===== config.mk =====
export PLATFORM = sky130hd
export DESIGN_NAME = lcd_segment_waveform_timing
export DESIGN_NICKNAME = d
export VERILOG_FILES = /design/src/shared/lcd_timing_pkg.sv /design/src/lcd_segment_waveform_timing.sv
export SDC_FILE = /design/constraint.sdc
export NUM_CORES = 1
export LEC_CHECK = 0
export ABC_AREA = 1
export BUFFER_PORTS_ARGS = -buffer_cell sky130_fd_sc_hd__buf_2
export CELL_PAD_IN_SITES_DETAIL_PLACEMENT = 2
export CELL_PAD_IN_SITES_GLOBAL_PLACEMENT = 2
export CORE_UTILIZATION = 24
export CTS_CLUSTER_SIZE = 25
export DETAILED_ROUTE_END_ITERATION = 10
export GPL_TIMING_DRIVEN = 0
export PLACE_DENSITY_LB_ADDON = 0.1
export SLEW_MARGIN = 30
export SYNTH_ARGS = -nofsm -noshare
export SYNTH_HDL_FRONTEND = slang
export SYNTH_SLANG_ARGS = --single-unit

===== constraint.sdc =====
create_clock -name sys_clk_i -period 1.9 [get_ports sys_clk_i]
set_input_delay 0.095 -clock sys_clk_i [delete_from_list [all_inputs] [get_ports sys_clk_i]]
set_output_delay 0.095 -clock sys_clk_i [all_outputs]
set_load 0.01 [all_outputs]

===== src/shared/lcd_timing_pkg.sv =====
`default_nettype none
package lcd_timing_pkg;
    // multiplex duty codes
    localparam logic [1:0] DUTY_STATIC  = 2'h0;
    localparam logic [1:0] DUTY_THIRD   = 2'h1;
    localparam logic [1:0] DUTY_QUARTER = 2'h2;
    // reference divide ratio = 2^(BASE_DIV_LOG2_MIN + select)
    localparam int         BASE_DIV_LOG2_MIN = 7;
    localparam int         DIV_W             = 14;
    // fast charge pulse = base period >> (5 + select)
    localparam int         CHARGE_SHIFT_MIN  = 5;
    localparam logic [1:0] CHARGE_SEL_UNUSED = 2'h3;
    localparam int         NUM_FRONT         = 33;
    localparam int         NUM_PLANE_LEVELS  = 4;
    // plane drive level codes: 0=vdd/vlcd,1=vlcd1,2=vlcd2,3=vlcd3
    localparam logic [1:0] LVL_VLCD  = 2'h0;
    localparam logic [1:0] LVL_VLCD1 = 2'h1;
    localparam logic [1:0] LVL_VLCD2 = 2'h2;
    localparam logic [1:0] LVL_VLCD3 = 2'h3;
    localparam logic [1:0] LADDER_OFF  = 2'h0;
    localparam logic [1:0] LADDER_LOWR = 2'h1;
    localparam logic [1:0] LADDER_HIGHR = 2'h2;
    localparam logic [3:0] CONTRAST_RESET = 4'h0;
endpackage
`default_nettype wire


===== src/lcd_segment_waveform_timing.sv =====
`timescale 1ns/100ps
`default_nettype none
// Overview of operation
// - static duty drives only backplane zero
// - quarter duty drives all four backplanes
// - enabled driver outputs selected-duty backplane waveforms
// - base clock divides reference by select field
// - plane waveforms step on base clock only
// - frame spans two, six or eight periods
// - low current selects high-resistance ladder
// - fast charge pulses low resistance per edge
// - pulse width base/32, /64 or /128
// - four-bit contrast sets lowest bias level
// - wait mode leaves waveforms unchanged
// - stop with oscillator keep keeps running
// - stop without keep halts, keeps settings
// - external interrupt wake resumes waveforms
// - thirty-six outputs, sixteen shared with ports
// - shared pin is backplane three in quarter
// - frontplane waveform from duty and segment bits
// - one bit gives frontplanes 11-18 to port
// - two bits give frontplanes 19-26 to port
// - segment bit one turns segment on
// - disabled driver holds planes at supply, ladder off
module lcd_segment_waveform_timing
    import lcd_timing_pkg::*;
(
    input  wire logic                  sys_clk_i,
    input  wire logic                  rstn_i,
    input  wire logic                  ref_tick_i,
    input  wire logic                  display_driver_on_i,
    input  wire logic [1:0]            duty_select_i,
    input  wire logic [2:0]            base_divider_select_i,
    input  wire logic                  low_current_select_i,
    input  wire logic                  fast_charge_select_i,
    input  wire logic [1:0]            charge_pulse_width_select_i,
    input  wire logic [3:0]            contrast_step_select_i,
    input  wire logic                  standby_oscillator_keep_i,
    input  wire logic                  stop_mode_i,
    input  wire logic                  wake_interrupt_i,
    input  wire logic                  porte_display_select_i,
    input  wire logic                  portc_low_display_select_i,
    input  wire logic                  portc_high_display_select_i,
    input  wire logic [4*NUM_FRONT-1:0] segment_bit_i,
    output logic [1:0]                 backplane_out_0_o,
    output logic [1:0]                 backplane_out_1_o,
    output logic [1:0]                 backplane_out_2_o,
    output logic [1:0]                 shared_plane_pin_o,
    output logic [2*NUM_FRONT-1:0]     frontplane_outputs_o,
    output logic [NUM_FRONT-1:0]       frontplane_port_mode_o,
    output logic [1:0]                 ladder_select_o,
    output logic [3:0]                 contrast_level_o,
    output logic                       base_tick_o,
    output logic                       charge_pulse_o
);

    ////////////////////////////////////////////////////////////////////////
    // run gating: stop without oscillator keep freezes divider, phase and charge count
    logic halted_ff;
    logic run;

    always_ff @(posedge sys_clk_i or negedge rstn_i) begin
        if (!rstn_i) begin
            halted_ff <= 1'b0;
        end else if (wake_interrupt_i) begin
            halted_ff <= 1'b0;
        end else if (stop_mode_i && !standby_oscillator_keep_i) begin
            halted_ff <= 1'b1;
        end
    end

    // wait mode is not an input at all: nothing changes in it
    assign run = display_driver_on_i && !halted_ff && ref_tick_i;

    ////////////////////////////////////////////////////////////////////////
    // base clock divider on reference ticks
    logic [DIV_W-1:0] div_cnt_ff;
    logic [DIV_W-1:0] div_last;
    logic [DIV_W-1:0] nxt_div_cnt;
    logic             base_tick;
    logic [DIV_W-1:0] charge_len;

    assign div_last = DIV_W'((1 << (BASE_DIV_LOG2_MIN
                      + int'(base_divider_select_i))) - 1);
    assign base_tick = run && (div_cnt_ff >= div_last);
    assign nxt_div_cnt = base_tick ? '0 : div_cnt_ff + 1'b1;

    always_ff @(posedge sys_clk_i or negedge rstn_i) begin
        if (!rstn_i) begin
            div_cnt_ff <= '0;
        end else if (!display_driver_on_i) begin
            div_cnt_ff <= '0;
        end else if (run) begin
            div_cnt_ff <= nxt_div_cnt;
        end
    end

    ////////////////////////////////////////////////////////////////////////
    // phase: half of the backplane step (one base period each) and backplane step within frame
    logic       half_ff;
    logic [1:0] phase_ff;
    logic [1:0] phase_last;

    always_comb begin
        unique case (duty_select_i)
            DUTY_THIRD:   phase_last = 2'h2;
            DUTY_QUARTER: phase_last = 2'h3;
            default:      phase_last = 2'h0;
        endcase
    end

    // frame = 2*(phase_last+1) base periods
    always_ff @(posedge sys_clk_i or negedge rstn_i) begin
        if (!rstn_i) begin
            phase_ff <= 2'h0;
            half_ff  <= 1'b0;
        end else if (!display_driver_on_i) begin
            phase_ff <= 2'h0;
            half_ff  <= 1'b0;
        end else if (base_tick) begin
            half_ff <= ~half_ff;
            if (half_ff) begin
                phase_ff <= (phase_ff >= phase_last) ? 2'h0
                                                     : phase_ff + 2'h1;
            end
        end
    end

    ////////////////////////////////////////////////////////////////////////
    // fast charge pulse after each waveform edge
    logic [DIV_W-1:0] charge_cnt_ff;

    // base period divided by 32/64/128
    assign charge_len = DIV_W'((1 << (BASE_DIV_LOG2_MIN
                        + int'(base_divider_select_i)))
                        >> (CHARGE_SHIFT_MIN
                        + int'(charge_pulse_width_select_i)));

    always_ff @(posedge sys_clk_i or negedge rstn_i) begin
        if (!rstn_i) begin
            charge_cnt_ff <= '0;
        end else if (!display_driver_on_i) begin
            charge_cnt_ff <= '0;
        end else if (base_tick && fast_charge_select_i && low_current_select_i
                     && charge_pulse_width_select_i != CHARGE_SEL_UNUSED) begin
            charge_cnt_ff <= charge_len;
        end else if (run && charge_cnt_ff != '0) begin
            charge_cnt_ff <= charge_cnt_ff - 1'b1;
        end
    end

    ////////////////////////////////////////////////////////////////////////
    // ladder and contrast
    always_ff @(posedge sys_clk_i or negedge rstn_i) begin
        if (!rstn_i) begin
            ladder_select_o <= LADDER_OFF;
        end else if (!display_driver_on_i) begin
            ladder_select_o <= LADDER_OFF;
        end else if (!low_current_select_i || charge_cnt_ff != '0) begin
            ladder_select_o <= LADDER_LOWR;
        end else begin
            ladder_select_o <= LADDER_HIGHR;
        end
    end

    always_ff @(posedge sys_clk_i or negedge rstn_i) begin
        if (!rstn_i) begin
            contrast_level_o <= CONTRAST_RESET;
        end else begin
            contrast_level_o <= contrast_step_select_i;
        end
    end

    always_ff @(posedge sys_clk_i or negedge rstn_i) begin
        if (!rstn_i) begin
            base_tick_o    <= 1'b0;
            charge_pulse_o <= 1'b0;
        end else begin
            base_tick_o    <= base_tick;
            charge_pulse_o <= display_driver_on_i && charge_cnt_ff != '0;
        end
    end

    ////////////////////////////////////////////////////////////////////////
    // backplane levels: selected row swings vlcd/vlcd3, others vlcd1/vlcd2
    function automatic logic [1:0] bp_level(input logic sel, input logic h);
        if (sel) begin
            bp_level = h ? LVL_VLCD3 : LVL_VLCD;
        end else begin
            bp_level = h ? LVL_VLCD2 : LVL_VLCD1;
        end
    endfunction

    // segment on: frontplane opposite of selected backplane
    function automatic logic [1:0] fp_level(input logic on, input logic h,
                                            input logic stat);
        if (stat) begin
            fp_level = (on ^ h) ? LVL_VLCD3 : LVL_VLCD;
        end else if (on) begin
            fp_level = h ? LVL_VLCD : LVL_VLCD3;
        end else begin
            fp_level = h ? LVL_VLCD1 : LVL_VLCD2;
        end
    endfunction

    logic is_static;
    logic is_quarter;
    assign is_static  = (duty_select_i == DUTY_STATIC);
    assign is_quarter = (duty_select_i == DUTY_QUARTER);

    always_ff @(posedge sys_clk_i or negedge rstn_i) begin
        if (!rstn_i) begin
            backplane_out_0_o  <= LVL_VLCD;
            backplane_out_1_o  <= LVL_VLCD;
            backplane_out_2_o  <= LVL_VLCD;
            shared_plane_pin_o <= LVL_VLCD;
            frontplane_outputs_o[1:0] <= LVL_VLCD;
        end else if (!display_driver_on_i) begin
            backplane_out_0_o  <= LVL_VLCD;
            backplane_out_1_o  <= LVL_VLCD;
            backplane_out_2_o  <= LVL_VLCD;
            shared_plane_pin_o <= LVL_VLCD;
            frontplane_outputs_o[1:0] <= LVL_VLCD;
        end else begin
            backplane_out_0_o <= is_static ? (half_ff ? LVL_VLCD3 : LVL_VLCD)
                                 : bp_level(phase_ff == 2'h0, half_ff);
            backplane_out_1_o <= is_static ? LVL_VLCD
                                 : bp_level(phase_ff == 2'h1, half_ff);
            backplane_out_2_o <= is_static ? LVL_VLCD
                                 : bp_level(phase_ff == 2'h2, half_ff);
            shared_plane_pin_o <= is_quarter
                ? bp_level(phase_ff == 2'h3, half_ff)
                : fp_level(segment_bit_i[phase_ff], half_ff, is_static);
            // frontplane zero mirrors the shared pin, written here only
            frontplane_outputs_o[1:0] <= is_quarter
                ? bp_level(phase_ff == 2'h3, half_ff)
                : fp_level(segment_bit_i[phase_ff], half_ff, is_static);
        end
    end

    ////////////////////////////////////////////////////////////////////////
    // frontplanes 1..32, plus port ownership per pin

    genvar g;
    generate
        for (g = 0; g < NUM_FRONT; g++) begin : g_fp
            logic port_mode;
            if (g >= 11 && g <= 18) begin : g_pe
                assign port_mode = !porte_display_select_i;
            end else if (g >= 19 && g <= 22) begin : g_pcl
                assign port_mode = !portc_low_display_select_i;
            end else if (g >= 23 && g <= 26) begin : g_pch
                assign port_mode = !portc_high_display_select_i;
            end else begin : g_lcd
                assign port_mode = 1'b0;
            end
            assign frontplane_port_mode_o[g] = port_mode;
            if (g > 0) begin : g_drv
                always_ff @(posedge sys_clk_i or negedge rstn_i) begin
                    if (!rstn_i) begin
                        frontplane_outputs_o[2*g+1:2*g] <= LVL_VLCD;
                    end else if (!display_driver_on_i) begin
                        frontplane_outputs_o[2*g+1:2*g] <= LVL_VLCD;
                    end else begin
                        frontplane_outputs_o[2*g+1:2*g] <= fp_level(
                            segment_bit_i[4*g+phase_ff], half_ff, is_static);
                    end
                end
            end
        end
    endgenerate

    ////////////////////////////////////////////////////////////////////////
    a_off_blank: assert property (@(posedge sys_clk_i) disable iff (!rstn_i)
        !display_driver_on_i |=> backplane_out_0_o == LVL_VLCD
        && ladder_select_o == LADDER_OFF)
        else $error("disabled driver not blank");
    a_static_bp1: assert property (@(posedge sys_clk_i) disable iff (!rstn_i)
        is_static |=> backplane_out_1_o == LVL_VLCD)
        else $error("bp1 driven in static duty");
    a_low_ladder: assert property (@(posedge sys_clk_i) disable iff (!rstn_i)
        display_driver_on_i && !low_current_select_i
        |=> ladder_select_o == LADDER_LOWR)
        else $error("ladder not low resistance");
    a_halt_hold: assert property (@(posedge sys_clk_i) disable iff (!rstn_i)
        halted_ff && !wake_interrupt_i && display_driver_on_i
        |=> $stable(phase_ff))
        else $error("phase moved while halted");
    a_wake_run: assert property (@(posedge sys_clk_i) disable iff (!rstn_i)
        wake_interrupt_i |=> !halted_ff)
        else $error("wake did not resume");
    a_phase_range: assert property (@(posedge sys_clk_i) disable iff (!rstn_i)
        $stable(duty_select_i) && $past(phase_ff) <= $past(phase_last)
        |-> phase_ff <= phase_last)
        else $error("phase beyond frame");
    a_contrast_track: assert property (@(posedge sys_clk_i)
        disable iff (!rstn_i) ##1 contrast_level_o ==
        $past(contrast_step_select_i))
        else $error("contrast not tracked");
    a_base_steps: assert property (@(posedge sys_clk_i) disable iff (!rstn_i)
        !base_tick && display_driver_on_i |=> $stable(half_ff))
        else $error("half phase moved without base tick");
endmodule // lcd_segment_waveform_timing
`default_nettype wire


==> flow_results.xml <==
<?xml version="1.0" encoding="UTF-8"?>
<metrics>
  <group name="status">
    <metric name="outcome" unit="">finished, violations left</metric>
    <metric name="violations_in_the_final_reports" unit="">setup timing</metric>
  </group>
  <group name="clock_tree">
    <metric name="tritoncts" unit="">done</metric>
    <metric name="number_of_clock_buffers_inserted_by_tritoncts" unit="">9</metric>
    <metric name="clock_pin_slew_reported_for_the_worst_setup_and_hold_paths_after_clock_tree_synthesis" unit="ns">0.07</metric>
    <metric name="clock_latency" unit="ns">0.36</metric>
    <metric name="clkSinkCount" unit="">111</metric>
    <metric name="cts-root-to-sink-buffers" unit="">2</metric>
    <metric name="clockRootBuffer" unit="">clkbuf_16</metric>
    <metric name="cts.htree.levels" unit="">3</metric>
  </group>
  <group name="hold_path">
    <metric name="min-delay-start" unit="">low_current_select_i</metric>
    <metric name="worst_hold_path_type" unit="">primary input to flip-flop</metric>
  </group>
  <group name="placement">
    <metric name="placement.io_buffers" unit="">249</metric>
    <metric name="place.detailed.instances" unit="">1570</metric>
    <metric name="globalplace.congestion" unit="">0.823</metric>
    <metric name="dp_hpwl" unit="mm">22.7</metric>
  </group>
  <group name="critical_path">
    <metric name="timing.critical_path.max_delay_family" unit="">simple AND/OR/NAND/NOR gates</metric>
    <metric name="crit_fanout" unit="">7</metric>
    <metric name="critical_path.startpoint" unit="">div_cnt_ff[13]$_DFFE_PN0P_</metric>
    <metric name="crit_path_start_kind" unit="">flip-flop</metric>
    <metric name="crit_path_frequent_cell" unit="">nand3_4</metric>
    <metric name="critical_path_class" unit="">flip-flop to flip-flop</metric>
    <metric name="max_stage_delay" unit="ns">0.41</metric>
    <metric name="cp.required" unit="ns">2.15</metric>
    <metric name="crit_path_cell_trace" unit="">ha_1 -&gt; nand2_1 -&gt; inv_2 -&gt; nand3_4 -&gt; nor2_4 -&gt; nand2_2 -&gt; nand3_4 -&gt; nand3_4 -&gt; nand3_4 -&gt; clkinv_4 -&gt; nand2_2 -&gt; nand2_2</metric>
    <metric name="worst_path_max_delay_cell" unit="">dfrtp_1</metric>
    <metric name="critical_path.n_buffers_inverters" unit="">2</metric>
    <metric name="cp.arrival" unit="ns">2.25</metric>
    <metric name="worstSetupEndpointType" unit="">flip-flop</metric>
    <metric name="reg2reg_from" unit="">div_cnt_ff[13]$_DFFE_PN0P_</metric>
  </group>
  <group name="synthesis">
    <metric name="synthesis.area_per_instance" unit="um2">7.62</metric>
    <metric name="ys.flop_type" unit="">dfrtp_1</metric>
    <metric name="yosysWarningCount" unit="">0</metric>
    <metric name="synth_xor_xnor_area_share" unit="%">4.89</metric>
    <metric name="yosys.area_share.simple" unit="%">23.4</metric>
    <metric name="syn_area" unit="um2">6980</metric>
    <metric name="synth_enable_flop_cells" unit="">0</metric>
    <metric name="combinational_family_with_the_most_area_after_synthesis" unit="">simple AND/OR/NAND/NOR gates</metric>
    <metric name="async_flop_share" unit="%">100</metric>
    <metric name="synth_mux_area_share" unit="%">0</metric>
    <metric name="synth_sequential_area_ratio" unit="%">39.8</metric>
    <metric name="synth.distinct_cells" unit="">45</metric>
    <metric name="adder_cell_area_share_of_the_yosys_netlist" unit="%">4.84</metric>
    <metric name="yosys_register_bits" unit="">111</metric>
    <metric name="complex_gate_fraction_of_the_synthesized_area" unit="%">14.9</metric>
    <metric name="postSynthCellCount" unit="">916</metric>
  </group>
  <group name="sta">
    <metric name="fin_worst_setup_slack" unit="ns">-0.0970</metric>
    <metric name="finalMaxSlewViolations" unit="">0</metric>
    <metric name="finalSetupViolCount" unit="">26</metric>
    <metric name="finClkSkew" unit="ns">0.00791</metric>
    <metric name="max_slew_margin" unit="%">46.1</metric>
    <metric name="max_freq" unit="GHz">0.501</metric>
    <metric name="worst_slew_pin_slew" unit="ns">0.809</metric>
    <metric name="fin_hold_ws" unit="ns">0.0302</metric>
    <metric name="hold_viol" unit="">0</metric>
    <metric name="final_period_minus_worst_setup_slack" unit="ns">2.00</metric>
    <metric name="min_period_over_period" unit="%">105</metric>
    <metric name="grt_setup_unrepaired" unit="">yes</metric>
  </group>
  <group name="layout">
    <metric name="filler_instances" unit="">3408</metric>
    <metric name="layout_common_cells" unit="">buf_2, nand2_1, dfrtp_1, inv_1, a21oi_1</metric>
    <metric name="post_route_cells_drive_above_1_share" unit="%">37.5</metric>
    <metric name="fin_cells" unit="">1636</metric>
    <metric name="area_growth" unit="%">43.7</metric>
    <metric name="mostFrequentLayoutCell" unit="">buf_2</metric>
    <metric name="num-nets-final" unit="">1430</metric>
  </group>
  <group name="global_route">
    <metric name="gr-usage-all-layers" unit="%">20.0</metric>
    <metric name="grt_pass1_vias" unit="">7973</metric>
    <metric name="final_global_route_overflow_total" unit="">0</metric>
    <metric name="initial_antenna_violation_count" unit="">1</metric>
    <metric name="grt_pass1_wl" unit="mm">46.2</metric>
    <metric name="grt_start_max_net_pins" unit="">59</metric>
  </group>
  <group name="drt">
    <metric name="avgViaCountPerCell" unit="">4.51</metric>
    <metric name="final_antenna_net_count" unit="">0</metric>
    <metric name="wl" unit="mm">30.0</metric>
    <metric name="wl_per_cell" unit="um">18.3</metric>
    <metric name="dr_total_vias" unit="">7384</metric>
    <metric name="drc" unit="">0</metric>
    <metric name="first_iter_violations" unit="">253</metric>
    <metric name="drt_pass1_iterations" unit="">4</metric>
  </group>
  <group name="power_and_ir_drop">
    <metric name="power.internal" unit="W">0.00445</metric>
    <metric name="power.density" unit="nW/um2">667</metric>
    <metric name="report.power.total" unit="W">0.00669</metric>
    <metric name="leakage" unit="nW">5.28</metric>
    <metric name="ir_drop" unit="V">0.000413</metric>
    <metric name="clock_power_share" unit="%">28.7</metric>
    <metric name="pwr-share-seq" unit="%">40.5</metric>
    <metric name="comb_power_share" unit="%">30.8</metric>
    <metric name="power.switching_fraction" unit="%">33.6</metric>
    <metric name="total_switching_power" unit="W">0.00225</metric>
  </group>
  <group name="die">
    <metric name="core-area" unit="um2">28600</metric>
    <metric name="die_w" unit="um">173</metric>
    <metric name="rows" unit="">62</metric>
    <metric name="initial_core_util" unit="%">24.4</metric>
    <metric name="design.die.area" unit="um2">29800</metric>
    <metric name="ios" unit="">270</metric>
    <metric name="fp.dieH" unit="um">173</metric>
  </group>
  <group name="flow_run">
    <metric name="max_cap_viols" unit="">0</metric>
  </group>
</metrics>
[state kept, by name (all words and copies together), names as in the netlist, 2 cells and up]
register and flops:
contrast_level_o 4, frontplane_outputs_o 66, ladder_select_o 2, backplane_out_0_o 2, backplane_out_1_o 2, charge_cnt_ff 14
div_cnt_ff 14, phase_ff 2
[tightest hold or removal path: cells and delay by family]
| family | cells | cell delay, ns |
|---|---|---|
| buffers and inverters | 1 | 0.11 |
| AND/OR/NAND/NOR | 2 | 0.15 |
[cells by family (layout without fill, tap and decap cells)]
family	Yosys count	count (layout)
flops	111	111
xor+xnor	39	39
fa+ha+maj	27	27
other cells	2	23
buf+inv	181	495
simple gates	394	395
compound gates	162	162
[layout make-up]
cell class	instances	area (um2)	area share, %
antenna	1	2.50	0.0249
buffer	83	579	5.77
clock buffer	11	233	2.32
clock inverter	3	46.3	0.461
inverter	98	380	3.79
multi-input combinational	645	3820	38.1
sequential	111	2790	27.8
tap	384	480	4.79
timing repair buffer	299	1690	16.8
timing repair inverter	1	8.76	0.0873
[repair_timing]
action | 4_1_cts | 5_1_grt
pin swaps | 8 | 11
gates resized for setup | 64 | 81
cloned | 3 | 1
hold buffers | 7 | 0
endpoints found under the setup margin | 96 | 48
buffers inserted | 20 | 20
hold endpoints to repair | 58 | 0
[worst paths after layout]
kind                                                            to  slack [ns]  cells after the start
worst min register to register        charge_cnt_ff[5]$_DFFE_PN0P_        0.54                      2
worst max register to register        charge_cnt_ff[6]$_DFFE_PN0P_        -0.1                     12
min in group asynchronous       frontplane_outputs_o[42]$_DFF_PN0_        0.24                      2
worst max-delay path                  charge_cnt_ff[6]$_DFFE_PN0P_        -0.1                     12
max in group asynchronous            contrast_level_o[0]$_DFF_PN0_        0.98                      3
worst min-delay path                  ladder_select_o[1]$_DFF_PN0_        0.03                      3
[power by group through the flow]
stage	clock (W)	sequential [W]	combinational, W
finish	0.00192	0.00271	0.00206
global route	0.00205	0.00274	0.00231
CTS	0.00199	0.00270	0.00189
detailed placement	0	0.00274	0.00172
global placement	0	0.00274	0.00168
floorplan	0	0.00277	0.00100
[per-stage QoR]
stage / setup WS (ns) / util (%) / setup TNS (ns) / instance area, um2
3_5_place_dp: -0.605 / 30.8 / -26.51 / 8830
5_1_grt: -0.209 / 35.0 / -4.97 / 10000
4_1_cts: -0.0643 / 33.3 / -0.661 / 9530
3_3_place_gp: -0.888 / 30.7 / -122.02 / 8790
6_report: -0.0970 / 35.0 / -1.63 / 10000
2_1_floorplan: -0.0114 / - / -0.0663 / 7070
[Yosys cell counts (3+ instances only)]
master,count,area (um2)
o21ai_0,19,95.1
nand3_2,3,30.0
dfrtp_1,111,2780
nor2_1,74,278
buf_4,36,270
nand4_1,12,75.1
a21oi_1,88,440
clkbuf_1,22,82.6
nor2_2,3,18.8
inv_1,90,338
ha_1,27,338
nand3_1,46,230
inv_2,6,22.5
nor3_1,8,40.0
nand2_1,240,901
a32o_1,31,310
a31oi_1,3,18.8
o211ai_1,3,22.5
xor2_1,37,324
buf_1,5,18.8
buf_2,20,100
[per-layer routing]
layer	wire (um)	up-vias	track usage, %
li1	-	3577	-
met1	13300	3623	25.0
met2	15300	166	36.0
met3	1120	18	2.97
met4	349	0	4.50
met5	0	-	0
(Power assumes the default switching activity.)
